`config.mk`:
```
export PLATFORM = sky130hd
export DESIGN_NAME = dma_core
export DESIGN_NICKNAME = d
export VERILOG_FILES = /design/src/inc/dma_pkg.sv /design/src/design/prio_pick.sv /design/src/design/sys_bus_port.sv /design/src/design/dma_core.sv
export SDC_FILE = /design/constraint.sdc
export NUM_CORES = 1
export LEC_CHECK = 0
export BUFFER_PORTS_ARGS = -buffer_cell sky130_fd_sc_hd__buf_2
export CORE_ASPECT_RATIO = 1.1
export CORE_MARGIN = 2
export CORE_UTILIZATION = 60
export DETAILED_ROUTE_END_ITERATION = 8
export PLACE_DENSITY = 0.86
export SLEW_MARGIN = 20
export SYNTH_ARGS = -nofsm -noshare
export SYNTH_HDL_FRONTEND = slang
export SYNTH_SLANG_ARGS = --single-unit
export TNS_END_PERCENT = 5
```
`constraint.sdc`:
```
create_clock -name mclk_in -period 37 [get_ports mclk_in]
set_input_delay 5.55 -clock mclk_in [delete_from_list [all_inputs] [get_ports mclk_in]]
set_output_delay 5.55 -clock mclk_in [all_outputs]
set_load 0.05 [all_outputs]
```
`src/inc/dma_pkg.sv`:
```
// Shared constants and types of the multichannel DMA core.
package dma_pkg;
  localparam int NUM_CH = 32;
  localparam int CH_W = 5;
  localparam int APB_AW = 8;
  // Register byte offsets on the APB slave.
  localparam logic [7:0] ENA_SET_OFS = 8'h00;
  localparam logic [7:0] ENA_CLR_OFS = 8'h04;
  localparam logic [7:0] PRIO_SET_OFS = 8'h08;
  localparam logic [7:0] PRIO_CLR_OFS = 8'h0c;
  localparam logic [7:0] TBL_BASE_OFS = 8'h10;
  localparam logic [7:0] SW_REQ_OFS = 8'h14;
  localparam logic [7:0] STATUS_OFS = 8'h18;
  localparam logic [7:0] ALT_STAT_OFS = 8'h1c;
  // Control table geometry.
  localparam int BASE_LSB = 10;
  localparam int BASE_W = 32 - BASE_LSB;
  localparam logic [3:0] SRC_END_OFS = 4'h0;
  localparam logic [3:0] DST_END_OFS = 4'h4;
  localparam logic [3:0] CTL_OFS = 4'h8;
  // Control word fields.
  localparam int MODE_LSB = 0;
  localparam int MODE_W = 3;
  localparam int CNT_LSB = 4;
  localparam int CNT_W = 10;
  localparam int ARB_LSB = 14;
  localparam int ARB_W = 4;
  localparam int SRC_INC_LSB = 26;
  localparam int DST_INC_LSB = 30;
  localparam logic [1:0] INC_NONE = 2'h3;
  localparam logic [ARB_W-1:0] ARB_MAX_LOG = 4'ha;
  localparam int BURST_W = 11;
  typedef enum logic [2:0] {
    MODE_STOP = 3'h0,
    MODE_BASIC = 3'h1,
    MODE_AUTO = 3'h2,
    MODE_PINGPONG = 3'h3
  } mode_type;
  typedef enum logic [2:0] {
    ST_IDLE = 3'h0,
    ST_FETCH_SRC = 3'h1,
    ST_FETCH_DST = 3'h3,
    ST_FETCH_CTL = 3'h2,
    ST_READ = 3'h6,
    ST_WRITE = 3'h7,
    ST_WBACK = 3'h5
  } state_type;
endpackage : dma_pkg

```
`src/design/prio_pick.sv`:
```
// Fixed-priority picker: the lowest set index wins.
`timescale 1ns/1ps
`default_nettype none
module prio_pick #(
  parameter int N = 32,
  parameter int IW = 5
) (
  input wire logic [N-1:0] vec_in,
  output logic any_out,
  output logic [IW-1:0] idx_out
);
  always_comb
  begin
    any_out = |vec_in;
    idx_out = '0;
    for (int i = N - 1; i >= 0; i--)
    begin
      if (vec_in[i])
      begin
        idx_out = IW'(i);
      end
    end
  end
endmodule : prio_pick
`default_nettype wire

```
`src/design/sys_bus_port.sv`:
```
// Single-access master port on the system bus shared with the processor.
`timescale 1ns/1ps
`default_nettype none
module sys_bus_port #(
  parameter int AW = 32,
  parameter int DW = 32
) (
  input wire logic mclk_in,
  input wire logic rst_in,
  input wire logic cmd_valid_in,
  input wire logic cmd_we_in,
  input wire logic [AW-1:0] cmd_addr_in,
  input wire logic [DW-1:0] cmd_wdata_in,
  input wire logic cpu_busy_in,
  input wire logic mem_ready_in,
  input wire logic [DW-1:0] mem_rdata_in,
  output logic mem_req_out,
  output logic mem_we_out,
  output logic [AW-1:0] mem_addr_out,
  output logic [DW-1:0] mem_wdata_out,
  output logic done_out,
  output logic [DW-1:0] rdata_out
);
  logic issue;

  // A new access starts only while the processor leaves the bus alone.
  assign issue = cmd_valid_in && !mem_req_out && !done_out && !cpu_busy_in;

  always_ff @(posedge mclk_in or posedge rst_in)
  begin
    if (rst_in)
    begin
      mem_req_out <= 1'b0;
      mem_we_out <= 1'b0;
      mem_addr_out <= '0;
      mem_wdata_out <= '0;
    end
    else if (issue)
    begin
      mem_req_out <= 1'b1;
      mem_we_out <= cmd_we_in;
      mem_addr_out <= cmd_addr_in;
      mem_wdata_out <= cmd_wdata_in;
    end
    else if (mem_req_out && mem_ready_in)
    begin
      mem_req_out <= 1'b0;
    end
  end

  always_ff @(posedge mclk_in or posedge rst_in)
  begin
    if (rst_in)
    begin
      done_out <= 1'b0;
      rdata_out <= '0;
    end
    else
    begin
      done_out <= mem_req_out && mem_ready_in;
      if (mem_req_out && mem_ready_in && !mem_we_out)
      begin
        rdata_out <= mem_rdata_in;
      end
    end
  end
endmodule : sys_bus_port
`default_nettype wire

```
`src/design/dma_core.sv`:
```
// Multichannel DMA core with APB registers and a shared system bus port.
//
// How it works
// - Same level: lower channel number wins, channel 0 highest.
// - High-priority channels outrank all default-priority channels.
// - Among high-priority channels the lowest number wins.
// - Priority set/clear registers set and clear each channel's level bit.
// - Arbitration looks only at requesting channels and grants the best.
// - A grant moves up to the burst item count, 1 to 1024, then re-arbitrates.
// - The processor wins the bus before each access starts; an issued access is held to completion; accesses stall, even mid-burst.
// - Entry at base plus 0x10 per channel; alternate adds 0x200.
// - Entry words: source end, destination end, control, unused.
// - End pointers are inclusive; a fixed side uses the pointer itself.
// - On completion control word shows count 0 and mode stop.
// - The core clears a channel's enable when its transfer finishes, except in ping-pong mode.
// - Stop mode moves nothing and disables the channel.
// - Basic mode moves items only while the request stays asserted.
// - Basic mode ends by setting the mode field to stop.
// - Auto mode runs to completion after one request, then stop.
// - Ping-pong starts primary, swaps entry and signals each completion.
// - Thirty-two channels, each with its own request and entries.
// - Each channel has its own completion pulse output.
`timescale 1ns/1ps
`default_nettype none
module dma_core (
  input wire logic mclk_in,
  input wire logic rst_in,
  input wire logic [dma_pkg::APB_AW-1:0] paddr_in,
  input wire logic psel_in,
  input wire logic penable_in,
  input wire logic pwrite_in,
  input wire logic [31:0] pwdata_in,
  output logic [31:0] prdata_out,
  output logic pready_out,
  output logic pslverr_out,
  input wire logic [dma_pkg::NUM_CH-1:0] req_in,
  input wire logic cpu_busy_in,
  input wire logic mem_ready_in,
  input wire logic [31:0] mem_rdata_in,
  output logic mem_req_out,
  output logic mem_we_out,
  output logic [31:0] mem_addr_out,
  output logic [31:0] mem_wdata_out,
  output logic [dma_pkg::NUM_CH-1:0] done_out
);
  import dma_pkg::*;

  logic [NUM_CH-1:0] ena_r;
  logic [NUM_CH-1:0] prio_r;
  logic [NUM_CH-1:0] sw_pend_r;
  logic [NUM_CH-1:0] hold_r;
  logic [NUM_CH-1:0] alt_r;
  logic [BASE_W-1:0] base_r;
  state_type state_r;
  logic [CH_W-1:0] ch_r;
  logic [31:0] src_end_r;
  logic [31:0] dst_end_r;
  logic [31:0] ctl_r;
  logic [31:0] data_r;
  mode_type mode_r;
  logic cmpl_r;
  logic [BURST_W-1:0] burst_r;

  logic apb_acc;
  logic apb_wr;
  logic mapped;
  logic [31:0] rd_mux;
  logic [NUM_CH-1:0] wr_ena_set;
  logic [NUM_CH-1:0] wr_ena_clr;
  logic [NUM_CH-1:0] wr_prio_set;
  logic [NUM_CH-1:0] wr_prio_clr;
  logic [NUM_CH-1:0] wr_sw_req;
  logic [NUM_CH-1:0] elig;
  logic [NUM_CH-1:0] ch_bit;
  logic hi_any;
  logic all_any;
  logic [CH_W-1:0] hi_idx;
  logic [CH_W-1:0] all_idx;
  logic [CH_W-1:0] pick;
  logic grant;
  logic bus_valid;
  logic bus_we;
  logic [31:0] bus_addr;
  logic bus_done;
  logic [31:0] bus_rdata;
  logic [31:0] entry_addr;
  mode_type fetched_mode;
  logic [CNT_W-1:0] cnt;
  logic [ARB_W-1:0] arb_log;
  logic still_req;
  logic fetch_ctl_done;
  logic stop_seen;
  logic finish;
  logic [NUM_CH-1:0] hw_dis;

  // APB: one wait state, so every access ends on its second access cycle.
  assign apb_acc = psel_in && penable_in && pready_out;
  assign apb_wr = apb_acc && pwrite_in && mapped;

  always_comb
  begin
    mapped = 1'b1;
    rd_mux = 32'h0;
    case (paddr_in)
      ENA_SET_OFS, ENA_CLR_OFS: rd_mux = ena_r;
      PRIO_SET_OFS, PRIO_CLR_OFS: rd_mux = prio_r;
      TBL_BASE_OFS: rd_mux = {base_r, 10'h0};
      SW_REQ_OFS: rd_mux = sw_pend_r;
      STATUS_OFS: rd_mux = {23'h0, ch_r, 3'h0, state_r != ST_IDLE};
      ALT_STAT_OFS: rd_mux = alt_r;
      default: mapped = 1'b0;
    endcase
  end

  assign wr_ena_set = (apb_wr && paddr_in == ENA_SET_OFS) ? pwdata_in : '0;
  assign wr_ena_clr = (apb_wr && paddr_in == ENA_CLR_OFS) ? pwdata_in : '0;
  assign wr_prio_set = (apb_wr && paddr_in == PRIO_SET_OFS) ? pwdata_in : '0;
  assign wr_prio_clr = (apb_wr && paddr_in == PRIO_CLR_OFS) ? pwdata_in : '0;
  assign wr_sw_req = (apb_wr && paddr_in == SW_REQ_OFS) ? pwdata_in : '0;

  always_ff @(posedge mclk_in or posedge rst_in)
  begin
    if (rst_in)
    begin
      pready_out <= 1'b0;
      prdata_out <= 32'h0;
      pslverr_out <= 1'b0;
    end
    else
    begin
      pready_out <= psel_in && penable_in && !pready_out;
      if (psel_in && penable_in && !pready_out)
      begin
        prdata_out <= pwrite_in ? 32'h0 : rd_mux;
        pslverr_out <= !mapped;
      end
      else
      begin
        pslverr_out <= 1'b0;
      end
    end
  end

  always_ff @(posedge mclk_in or posedge rst_in)
  begin
    if (rst_in)
    begin
      prio_r <= '0;
      base_r <= '0;
    end
    else
    begin
      prio_r <= (prio_r & ~wr_prio_clr) | wr_prio_set;
      if (apb_wr && paddr_in == TBL_BASE_OFS)
      begin
        base_r <= pwdata_in[31:BASE_LSB];
      end
    end
  end

  // Software set wins over a same-cycle clear from either side.
  always_ff @(posedge mclk_in or posedge rst_in)
  begin
    if (rst_in)
    begin
      ena_r <= '0;
      alt_r <= '0;
    end
    else
    begin
      ena_r <= (ena_r & ~wr_ena_clr & ~hw_dis) | wr_ena_set;
      if (finish && mode_r == MODE_PINGPONG)
      begin
        alt_r <= (alt_r ^ ch_bit) & ~wr_ena_set;
      end
      else
      begin
        alt_r <= alt_r & ~wr_ena_set;
      end
    end
  end

  // A software request lasts one burst; only a new write in the cycle that ends it is kept.
  always_ff @(posedge mclk_in or posedge rst_in)
  begin
    if (rst_in)
    begin
      sw_pend_r <= '0;
      hold_r <= '0;
    end
    else
    begin
      if ((state_r == ST_WBACK && bus_done) || (fetch_ctl_done && stop_seen))
      begin
        sw_pend_r <= (sw_pend_r & ~ch_bit) | wr_sw_req;
      end
      else
      begin
        sw_pend_r <= sw_pend_r | wr_sw_req;
      end
      if (fetch_ctl_done && fetched_mode == MODE_AUTO)
      begin
        hold_r <= hold_r | ch_bit;
      end
      else if (finish || (fetch_ctl_done && stop_seen))
      begin
        hold_r <= hold_r & ~ch_bit;
      end
    end
  end

  assign elig = ena_r & (req_in | sw_pend_r | hold_r);

  prio_pick #(
    .N(NUM_CH),
    .IW(CH_W)
  ) u_pick_high (
    .vec_in(elig & prio_r),
    .any_out(hi_any),
    .idx_out(hi_idx)
  );

  prio_pick #(
    .N(NUM_CH),
    .IW(CH_W)
  ) u_pick_all (
    .vec_in(elig),
    .any_out(all_any),
    .idx_out(all_idx)
  );

  assign pick = hi_any ? hi_idx : all_idx;
  assign grant = state_r == ST_IDLE && all_any;
  assign ch_bit = NUM_CH'(1) << ch_r;

  assign entry_addr = {base_r, alt_r[ch_r], ch_r, 4'h0};
  assign fetched_mode = mode_type'(bus_rdata[MODE_LSB +: MODE_W]);
  assign cnt = ctl_r[CNT_LSB +: CNT_W];
  assign arb_log = (bus_rdata[ARB_LSB +: ARB_W] > ARB_MAX_LOG) ?
                   ARB_MAX_LOG : bus_rdata[ARB_LSB +: ARB_W];
  assign still_req = req_in[ch_r] || sw_pend_r[ch_r] ||
                     mode_r != MODE_BASIC;
  assign fetch_ctl_done = state_r == ST_FETCH_CTL && bus_done;
  assign stop_seen = fetched_mode != MODE_BASIC &&
                     fetched_mode != MODE_AUTO &&
                     fetched_mode != MODE_PINGPONG;
  assign finish = state_r == ST_WBACK && bus_done && cmpl_r;

  always_comb
  begin
    hw_dis = '0;
    if (fetch_ctl_done && stop_seen)
    begin
      hw_dis = ch_bit;
    end
    else if (finish && mode_r != MODE_PINGPONG)
    begin
      hw_dis = ch_bit;
    end
  end

  // Item address counts back from the inclusive end pointer.
  function automatic logic [31:0] item_addr(input logic [31:0] end_ptr,
                                            input logic [1:0] inc,
                                            input logic [CNT_W-1:0] left);
    if (inc == INC_NONE)
    begin
      item_addr = end_ptr;
    end
    else
    begin
      item_addr = end_ptr - ({22'h0, left} << inc);
    end
  endfunction : item_addr

  always_comb
  begin
    bus_valid = 1'b1;
    bus_we = 1'b0;
    bus_addr = entry_addr;
    case (state_r)
      ST_FETCH_SRC: bus_addr = entry_addr | {28'h0, SRC_END_OFS};
      ST_FETCH_DST: bus_addr = entry_addr | {28'h0, DST_END_OFS};
      ST_FETCH_CTL: bus_addr = entry_addr | {28'h0, CTL_OFS};
      ST_READ: bus_addr = item_addr(src_end_r,
                                    ctl_r[SRC_INC_LSB +: 2], cnt);
      ST_WRITE:
      begin
        bus_we = 1'b1;
        bus_addr = item_addr(dst_end_r, ctl_r[DST_INC_LSB +: 2], cnt);
      end
      ST_WBACK:
      begin
        bus_we = 1'b1;
        bus_addr = entry_addr | {28'h0, CTL_OFS};
      end
      default: bus_valid = 1'b0;
    endcase
  end

  sys_bus_port #(
    .AW(32),
    .DW(32)
  ) u_port (
    .mclk_in(mclk_in),
    .rst_in(rst_in),
    .cmd_valid_in(bus_valid),
    .cmd_we_in(bus_we),
    .cmd_addr_in(bus_addr),
    .cmd_wdata_in(state_r == ST_WBACK ? ctl_r : data_r),
    .cpu_busy_in(cpu_busy_in),
    .mem_ready_in(mem_ready_in),
    .mem_rdata_in(mem_rdata_in),
    .mem_req_out(mem_req_out),
    .mem_we_out(mem_we_out),
    .mem_addr_out(mem_addr_out),
    .mem_wdata_out(mem_wdata_out),
    .done_out(bus_done),
    .rdata_out(bus_rdata)
  );

  always_ff @(posedge mclk_in or posedge rst_in)
  begin
    if (rst_in)
    begin
      state_r <= ST_IDLE;
      ch_r <= '0;
    end
    else
    begin
      case (state_r)
        ST_IDLE:
        begin
          if (grant)
          begin
            ch_r <= pick;
            state_r <= ST_FETCH_SRC;
          end
        end
        ST_FETCH_SRC:
        begin
          if (bus_done)
          begin
            state_r <= ST_FETCH_DST;
          end
        end
        ST_FETCH_DST:
        begin
          if (bus_done)
          begin
            state_r <= ST_FETCH_CTL;
          end
        end
        ST_FETCH_CTL:
        begin
          if (bus_done)
          begin
            state_r <= stop_seen ? ST_IDLE : ST_READ;
          end
        end
        ST_READ:
        begin
          if (bus_done)
          begin
            state_r <= ST_WRITE;
          end
        end
        ST_WRITE:
        begin
          if (bus_done)
          begin
            if (cnt == '0 || burst_r == BURST_W'(1) || !still_req)
            begin
              state_r <= ST_WBACK;
            end
            else
            begin
              state_r <= ST_READ;
            end
          end
        end
        ST_WBACK:
        begin
          if (bus_done)
          begin
            state_r <= ST_IDLE;
          end
        end
        default: state_r <= ST_IDLE;
      endcase
    end
  end

  always_ff @(posedge mclk_in or posedge rst_in)
  begin
    if (rst_in)
    begin
      src_end_r <= '0;
      dst_end_r <= '0;
      data_r <= '0;
    end
    else if (bus_done)
    begin
      if (state_r == ST_FETCH_SRC)
      begin
        src_end_r <= bus_rdata;
      end
      if (state_r == ST_FETCH_DST)
      begin
        dst_end_r <= bus_rdata;
      end
      if (state_r == ST_READ)
      begin
        data_r <= bus_rdata;
      end
    end
  end

  // Working copy of the control word; only this copy is written back.
  always_ff @(posedge mclk_in or posedge rst_in)
  begin
    if (rst_in)
    begin
      ctl_r <= '0;
      mode_r <= MODE_STOP;
      cmpl_r <= 1'b0;
      burst_r <= '0;
    end
    else if (fetch_ctl_done)
    begin
      ctl_r <= bus_rdata;
      mode_r <= fetched_mode;
      cmpl_r <= 1'b0;
      burst_r <= BURST_W'(1) << arb_log;
    end
    else if (state_r == ST_WRITE && bus_done)
    begin
      burst_r <= burst_r - BURST_W'(1);
      if (cnt == '0)
      begin
        cmpl_r <= 1'b1;
        ctl_r[MODE_LSB +: MODE_W] <= MODE_STOP;
      end
      else
      begin
        ctl_r[CNT_LSB +: CNT_W] <= cnt - CNT_W'(1);
      end
    end
  end

  always_ff @(posedge mclk_in or posedge rst_in)
  begin
    if (rst_in)
    begin
      done_out <= '0;
    end
    else
    begin
      done_out <= finish ? ch_bit : '0;
    end
  end
endmodule : dma_core
`default_nettype wire

```
**After elaboration in Yosys (flattened, before gate mapping)**

Cells that the tools add are included.

- Flip-flop bits (word level): 498
- Bits of input ports: 111
- Output and inout bits: 132

- Add/sub/neg operators: 4
- Magnitude comparators: 2
- Equal/unequal tests: 31
- Shift operators: 4
- Mux-type cells: 117
- Bitwise gates (word level): 22
- Reduce and logical (&&, ||, !) cells: 63

Operators by type and width:

| kind | count |
|---|---|
| 32-bit two-way mux | 16 |
| 5-bit two-way mux | 65 |
| 32-bit bitwise AND | 9 |
| 32-bit bitwise OR | 7 |
| 32-bit case mux with 6 select lines | 1 |
| 32-bit NOT | 5 |
| 32-bit case mux with 4 select lines | 1 |
| 32-bit OR reduction | 2 |
| 10-bit by 2-bit << shifter with 32-bit output | 2 |
| 32-bit subtractor | 2 |
| 3-bit two-way mux | 11 |
| 8-bit by 5-bit equality test with 1-bit output, second input constant | 4 |
| 1-bit by 5-bit << shifter with 32-bit output, first input constant | 1 |
| 32-bit XOR | 1 |
| 10-bit two-way mux | 3 |
| 1-bit logical AND | 27 |
| 11-bit two-way mux | 2 |
| 3-bit case mux with 7 select lines | 1 |
| 8-bit by 4-bit equality test with 1-bit output, second input constant | 2 |
| 1-bit binary-select mux with 5-bit select | 3 |
| 3-bit by 2-bit equality test with 1-bit output, second input constant | 4 |
| 1-bit two-way mux | 12 |
| 2-bit by 1-bit inequality test with 1-bit output, second input constant | 6 |
| 2-bit AND reduction | 6 |
| 26 further kinds | 50 |

**Logic depth before layout (Yosys ltp)**

- Depth after elaboration: 37
- Gate-level depth with buffers: 15

**By module**

Synthesis repeated with hierarchy kept, for this count alone.

- Cell total of the unflattened synthesis: 2611
- Area, all modules: 26409.1 sq um

By module, submodules not included:

| module | times used | cells each | area each (sq um) |
|---|---|---|---|
| dma_core | 1 | 2269 | 21947.3 |
| sys_bus_port | 1 | 212 | 3691.0 |
| prio_pick | 2 | 65 | 385.4 |

**Least setup slack after synthesis**

Ideal clock, no wire load.

- Kind: input -> register
- Start point: input req_in[15] (netlist bit)
- End point: register ch_r[1]
- Arrival: 7.459 ns
- Required time: 36.874 ns
- Path slack: 29.415 ns
- Stages: 8
- Path buffers: 0
- Cells stage by stage: o31a_1 -> or4_4 -> nor3_2 -> nand2_1 -> or3b_4 -> nand4_2 -> nor2_1 -> a221o_1

- Word-level cells in the longest chain between the ends: 21

Ends and longest elaborated chain:

| element | line | text |
|---|---|---|
| start: declaration | dma_core.sv:36 | `input wire logic [dma_pkg::NUM_CH-1:0] req_in,` |
| 32-bit bitwise OR (*) (2 in series) | dma_core.sv:212 | `assign elig = ena_r & (req_in \| sw_pend_r \| hold_r);` |
| 32-bit bitwise AND (*) | dma_core.sv:212 |  |
| 32-bit bitwise AND | dma_core.sv:218 | `.vec_in(elig & prio_r),` |
| 5-bit two-way mux (16 in series) | prio_pick.sv:18 | `if (vec_in[i])` |
| 5-bit two-way mux | dma_core.sv:232 | `assign pick = hi_any ? hi_idx : all_idx;` |
| end signal: assignment | dma_core.sv:336 | `ch_r <= pick;` |
| end: declaration | dma_core.sv:55 | `logic [CH_W-1:0] ch_r;` |

Every way passes the cells marked *; elsewhere a longest branch is shown, timed or not.
A chain may end at the register's enable or synchronous reset.

**Final worst setup path**

- Start point: input paddr_in[0] (netlist bit)
- End point: register ena_r[30]

- Word-level cells in the longest chain between the ends: 10

Ends and longest elaborated chain:

| element | line | text |
|---|---|---|
| start: declaration | dma_core.sv:28 | `input wire logic [dma_pkg::APB_AW-1:0] paddr_in,` |
| 8-bit by 3-bit equality test with 1-bit output, or another cell as far along | dma_core.sv:104, dma_core.sv:116 |  |
| 8-bit OR reduction (no line) | -- |  |
| 1-bit two-way mux | dma_core.sv:104 | `case (paddr_in)` |
| 1-bit logical AND | dma_core.sv:98 | `assign apb_wr = apb_acc && pwrite_in && mapped;` |
| 1-bit logical AND | dma_core.sv:116 | `assign wr_ena_clr = (apb_wr && paddr_in == ENA_CLR_OFS) ? pwdata_in : '0;` |
| 32-bit two-way mux | dma_core.sv:116 |  |
| 32-bit NOT | dma_core.sv:171 | `ena_r <= (ena_r & ~wr_ena_clr & ~hw_dis) \| wr_ena_set;` |
| 32-bit bitwise AND (2 in series) | dma_core.sv:171 |  |
| 32-bit bitwise OR (*) | dma_core.sv:171 |  |
| end signal: assignment | dma_core.sv:171 |  |
| end: declaration | dma_core.sv:48 | `logic [NUM_CH-1:0] ena_r;` |

Marked as above.

==> run summary <==
Critical Path Slowest Stage Cell -> sky130_fd_sc_hd__nor2_4
sort of element at the start of the critical path -> primary input
cell count after placement -> 3,350
syn_nets -> 2,818
Final setup viols -> 0
Cells after Synth -> 2,676
number of buffers inserted to repair setup after CTS -> 0
mean number of vias per cell -> 6.705
adder and majority cell fraction of the synthesized area -> 1.558%
via count of the first global-routing pass -> 23,410
die span in y -> 221.7 microns
arrival time at the worst endpoint -> 8.24 ns
number of sinks handled by clock tree synthesis -> 498
wire length of the first global-routing pass -> 132.7 mm
area of placed instances -> 27,500 sq um
Post-Layout Inst Area -> 29,420 sq um
synth warn -> 0
worst vdd ir -> 0.06737 mV
primary flip-flop cell chosen by synthesis mapping -> sky130_fd_sc_hd__dfrtp_1
First DRT Iteration DRCs -> 2,354
Leakage -> 12.89 nW
worst reg-to-reg path cell count -> 11
DRC violation count after routing -> 0
minimum setup slack among reg-to-reg paths -> 32.39 ns
core area -> 42,400 sq um
Sum Neg Setup Slack -> 0 ns
unrepaired setup endpoints after global routing -> false
final critical-path share of the clock period -> 20.89%
maximum capacitance violations -> 0
class of the most critical hold timing path -> flop to flop
count of buffers from port buffering -> 242
Post-synth EDFFs -> 0
share of synthesized flip-flops with an asynchronous set or reset -> 100.0%
Area Growth Syn to Fin -> 13.77%
proportion of synthesized area in mux cells -> 10.49%
power density of the placed cells -> 80.05 nW/um^2
share of the yosys chip area belonging to registers -> 48.20%
Critical path buffers and inverters -> 2
critical path start-end classification -> primary input to flop
worst-path cell chain -> buf_2 -> or4_1 -> or3_1 -> inv_2 -> nand2_1 -> nor2_4 -> a32oi_1 -> a22o_1
startpoint of the worst register-to-register path -> ctl_r[30]$_DFFE_PP0P_
endpoint kind of the worst setup timing path -> flop
number of slew-limit violations in the final report -> 0
initial antenna violation count -> 7
flip-flop and latch count after synthesis -> 498
normalized max-slew margin -> 21.76%
hpwl dp -> 57.32 mm
fraction of the mapped netlist area in simple logic gates -> 14.98%
number of I/O pins -> 243
final core area utilization -> 69.37%
post-synthesis instance area -> 25,860 sq um
count of different cell masters after synthesis -> 84
TritonRoute pass-1 iters -> 6
overflow left after global routing -> 0
share of cells above drive strength 1 -> 19.28%
average wire length per cell after detail routing -> 24.66 microns
library cell used as clock root buffer -> sky130_fd_sc_hd__clkbuf_16
delay contributed by the slowest stage of the critical path -> 0.87 ns
clock network latency to the later pin of the worst-skew pair -> 0.63 ns
Worst path top cell family by delay -> simple AND/OR/NAND/NOR gates
maximum clock frequency -> 129.4 MHz
DRT Wirelength -> 85.04 mm
Resize count post-CTS -> 0
floorplan die area -> 44,770 sq um
outcome -> complete, no violations
worst-case clock buffer depth -> 3
area fraction in compound gates after synthesis -> 18.53%
number of routed nets with antenna violations -> 0
area share of the leading cell type in the synthesized netlist -> 48.20%
maximum number of pins on one net before global-route repair -> 135
post-cts hold buffer count -> 0
average cell area after synthesis -> 9.662 sq um
global-route usage over all layers -> 37.89%
overall power consumption -> 2.355 mW
# nets final -> 2,980
post-CTS clock slew at the launch and capture registers of the worst setup and hold paths -> 0.06 ns
weighted congestion reported at the end of routability-driven placement -> 0.9732
end point of the worst hold path -> prdata_out[18]$_DFFE_PP0P_
Critical R2R Capture -> u_port.mem_addr_out[20]$_DFFE_PP0P_
maximum clock skew at final layout -> 0.03745 ns
final hold violations -> 0
final worst path period need -> 7.727 ns
TritonCTS clock tree -> built
data required time at the worst endpoint -> 37.51 ns
number of core rows -> 79
combinational family with the most area after synthesis -> compound AO/OA/AOI/OAI gates
fill count -> 3,169
H-tree Lvls -> 2
top fanout value on the critical path -> 32
top area cells in the synthesized netlist -> sky130_fd_sc_hd__dfrtp_1 48%, sky130_fd_sc_hd__mux2_2 6.2%, sky130_fd_sc_hd__nand2_1 6.2%
effective utilization at floorplan -> 60.97%
number of buffers added by the clock tree synthesis step -> 51
Tightest Pin Transition -> 1.171 ns
XOR/XNOR Fraction of Synth Area -> 3.184%
via total after detailed routing -> 23,120
Die X-Extent -> 201.9 microns
worst hold start -> prdata_out[18]$_DFFE_PP0P_
Synth area leader -> sky130_fd_sc_hd__dfrtp_1
non-filler cells in the finished layout -> 3,449
Hold Path Stages -> 2
[routing by layer]
| layer | vias to the layer above | wire [microns] | GRT usage (%) |
|---|---|---|---|
| met1 | 11290 | 31460 | 47.79 |
| met3 | 358 | 8063 | 7.334 |
| met5 | - | 38 | 0 |
| met4 | 6 | 5208 | 22.32 |
| met2 | 1479 | 40270 | 60.96 |
| li1 | 9996 | - | - |
[per-stage QoR]
stage | worst slack [ns] | hold slack (ns)
CTS | 29.36 | 0.4818
floorplan | 17.55 | 0.4457
global route | 29.21 | 0.5067
global placement | 28.79 | 0.4563
finish | 29.27 | 0.4794
detailed placement | 28.70 | 0.4648
[worst max path at each step]
stage / to / slack [ns] / depth (start not counted) / start
floorplan: asynchronous set/reset pin / 17.55 / 1 / rst_in
global route: ena_r[12]$_DFF_PP0_ / 29.21 / 8 / paddr_in[0]
detailed placement: ctl_r[16]$_DFFE_PP0P_ / 28.70 / 4 / rst_in
finish: ena_r[30]$_DFF_PP0_ / 29.27 / 8 / paddr_in[0]
global placement: ctl_r[17]$_DFFE_PP0P_ / 28.79 / 4 / rst_in
CTS: data_r[30]$_DFFE_PP0P_ / 29.36 / 4 / rst_in
[synth_stat cells, types with 8 or more instances]
master / count
sky130_fd_sc_hd__a31oi_1: 55
sky130_fd_sc_hd__or3_1: 15
sky130_fd_sc_hd__a2111oi_0: 8
sky130_fd_sc_hd__nand4_1: 8
sky130_fd_sc_hd__a22o_1: 76
sky130_fd_sc_hd__mux2_1: 16
sky130_fd_sc_hd__mux4_2: 12
sky130_fd_sc_hd__o311a_1: 9
sky130_fd_sc_hd__o21a_1: 9
sky130_fd_sc_hd__a32oi_1: 32
sky130_fd_sc_hd__or4_1: 9
sky130_fd_sc_hd__a211oi_1: 32
sky130_fd_sc_hd__nand2_1: 424
sky130_fd_sc_hd__nor4_1: 14
sky130_fd_sc_hd__nor2b_1: 18
sky130_fd_sc_hd__or2_2: 8
sky130_fd_sc_hd__a221oi_1: 17
sky130_fd_sc_hd__mux2i_1: 65
sky130_fd_sc_hd__o21ai_1: 29
sky130_fd_sc_hd__ha_1: 29
sky130_fd_sc_hd__nand2b_1: 16
sky130_fd_sc_hd__nor2_1: 244
sky130_fd_sc_hd__inv_1: 31
sky130_fd_sc_hd__a21oi_1: 140
sky130_fd_sc_hd__clkbuf_1: 134
sky130_fd_sc_hd__mux2_2: 143
sky130_fd_sc_hd__nor3_1: 46
sky130_fd_sc_hd__xor2_1: 33
sky130_fd_sc_hd__a222oi_1: 11
sky130_fd_sc_hd__o21ai_0: 192
sky130_fd_sc_hd__and3_1: 11
sky130_fd_sc_hd__buf_1: 24
sky130_fd_sc_hd__o31a_1: 21
sky130_fd_sc_hd__dfrtp_1: 498
sky130_fd_sc_hd__buf_2: 11
sky130_fd_sc_hd__nand3_1: 29
sky130_fd_sc_hd__a22oi_1: 11
sky130_fd_sc_hd__xnor2_1: 61
sky130_fd_sc_hd__o31ai_1: 23
sky130_fd_sc_hd__nor3b_1: 10
[logic make-up after synthesis]
family,Yosys count
AND/OR/NAND/NOR,885
AO/OA/AOI/OAI,727
flip-flops,498
multiplexers,236
buffers and inverters,205
XOR/XNOR,94
adder cells (fa/ha/maj),31
[power by group]
part / leakage [nW] / total, mW / switching, mW / internal (mW)
registers: 6.23 / 0.849 / 0.174 / 0.675
clock network: 0.905 / 0.573 / 0.229 / 0.345
logic: 5.75 / 0.932 / 0.589 / 0.343
[worst reg2reg max path, delay by kind of cell, from the launching register on]
| family | cells | cell delay [ns] |
|---|---|---|
| AND/OR/NAND/NOR | 1 | 0.10 |
| flip-flops | 1 | 0.71 |
| adder cells (fa/ha/maj) | 1 | 0.39 |
| XOR/XNOR | 1 | 0.15 |
| AO/OA/AOI/OAI | 7 | 2.72 |
| multiplexers | 1 | 0.42 |
[sequential cells by signal, indices dropped and copies added, names as in the netlist, 3 cells and up, named ones only]
name / flops
state_r: 3
dst_end_r: 32
alt_r: 32
done_out: 32
ctl_r: 32
u_port.mem_addr_out: 32
base_r: 22
ena_r: 32
mode_r: 3
prio_r: 32
sw_pend_r: 32
burst_r: 11
data_r: 32
u_port.rdata_out: 32
prdata_out: 32
src_end_r: 32
ch_r: 5
u_port.mem_wdata_out: 32
[area by class of cell]
cell class / instances / area [sq um] / area share [%]
inverter: 33 / 131.4 / 0.4466
sequential: 498 / 12460 / 42.37
tap: 567 / 709.4 / 2.412
clock buffer: 73 / 1501 / 5.104
antenna: 4 / 10.01 / 0.03403
multi-input combinational: 1973 / 12700 / 43.19
timing repair buffer: 281 / 1551 / 5.274
clock inverter: 20 / 345.3 / 1.174
[cell usage in the layout (no fill, tap or decap), types with 14 or more instances in the layout]
cell type	instances
sky130_fd_sc_hd__o21ai_0	192
sky130_fd_sc_hd__mux2i_1	65
sky130_fd_sc_hd__dfrtp_1	498
sky130_fd_sc_hd__nand2_1	423
sky130_fd_sc_hd__clkbuf_16	53
sky130_fd_sc_hd__buf_2	242
sky130_fd_sc_hd__inv_1	30
sky130_fd_sc_hd__o31a_1	21
sky130_fd_sc_hd__mux2_1	16
sky130_fd_sc_hd__buf_4	35
sky130_fd_sc_hd__mux2_2	143
sky130_fd_sc_hd__a211oi_1	32
sky130_fd_sc_hd__a31oi_1	54
sky130_fd_sc_hd__nand2b_1	16
sky130_fd_sc_hd__nor3_1	46
sky130_fd_sc_hd__xor2_1	33
sky130_fd_sc_hd__nor2b_1	18
sky130_fd_sc_hd__ha_1	29
sky130_fd_sc_hd__a32oi_1	32
sky130_fd_sc_hd__a22o_1	76
sky130_fd_sc_hd__xnor2_1	61
sky130_fd_sc_hd__o31ai_1	23
sky130_fd_sc_hd__a21oi_1	139
sky130_fd_sc_hd__nor2_1	240
sky130_fd_sc_hd__a221oi_1	17
sky130_fd_sc_hd__o21ai_1	29
sky130_fd_sc_hd__nand3_1	29
sky130_fd_sc_hd__or3_1	14
(Power assumes the default switching activity.)
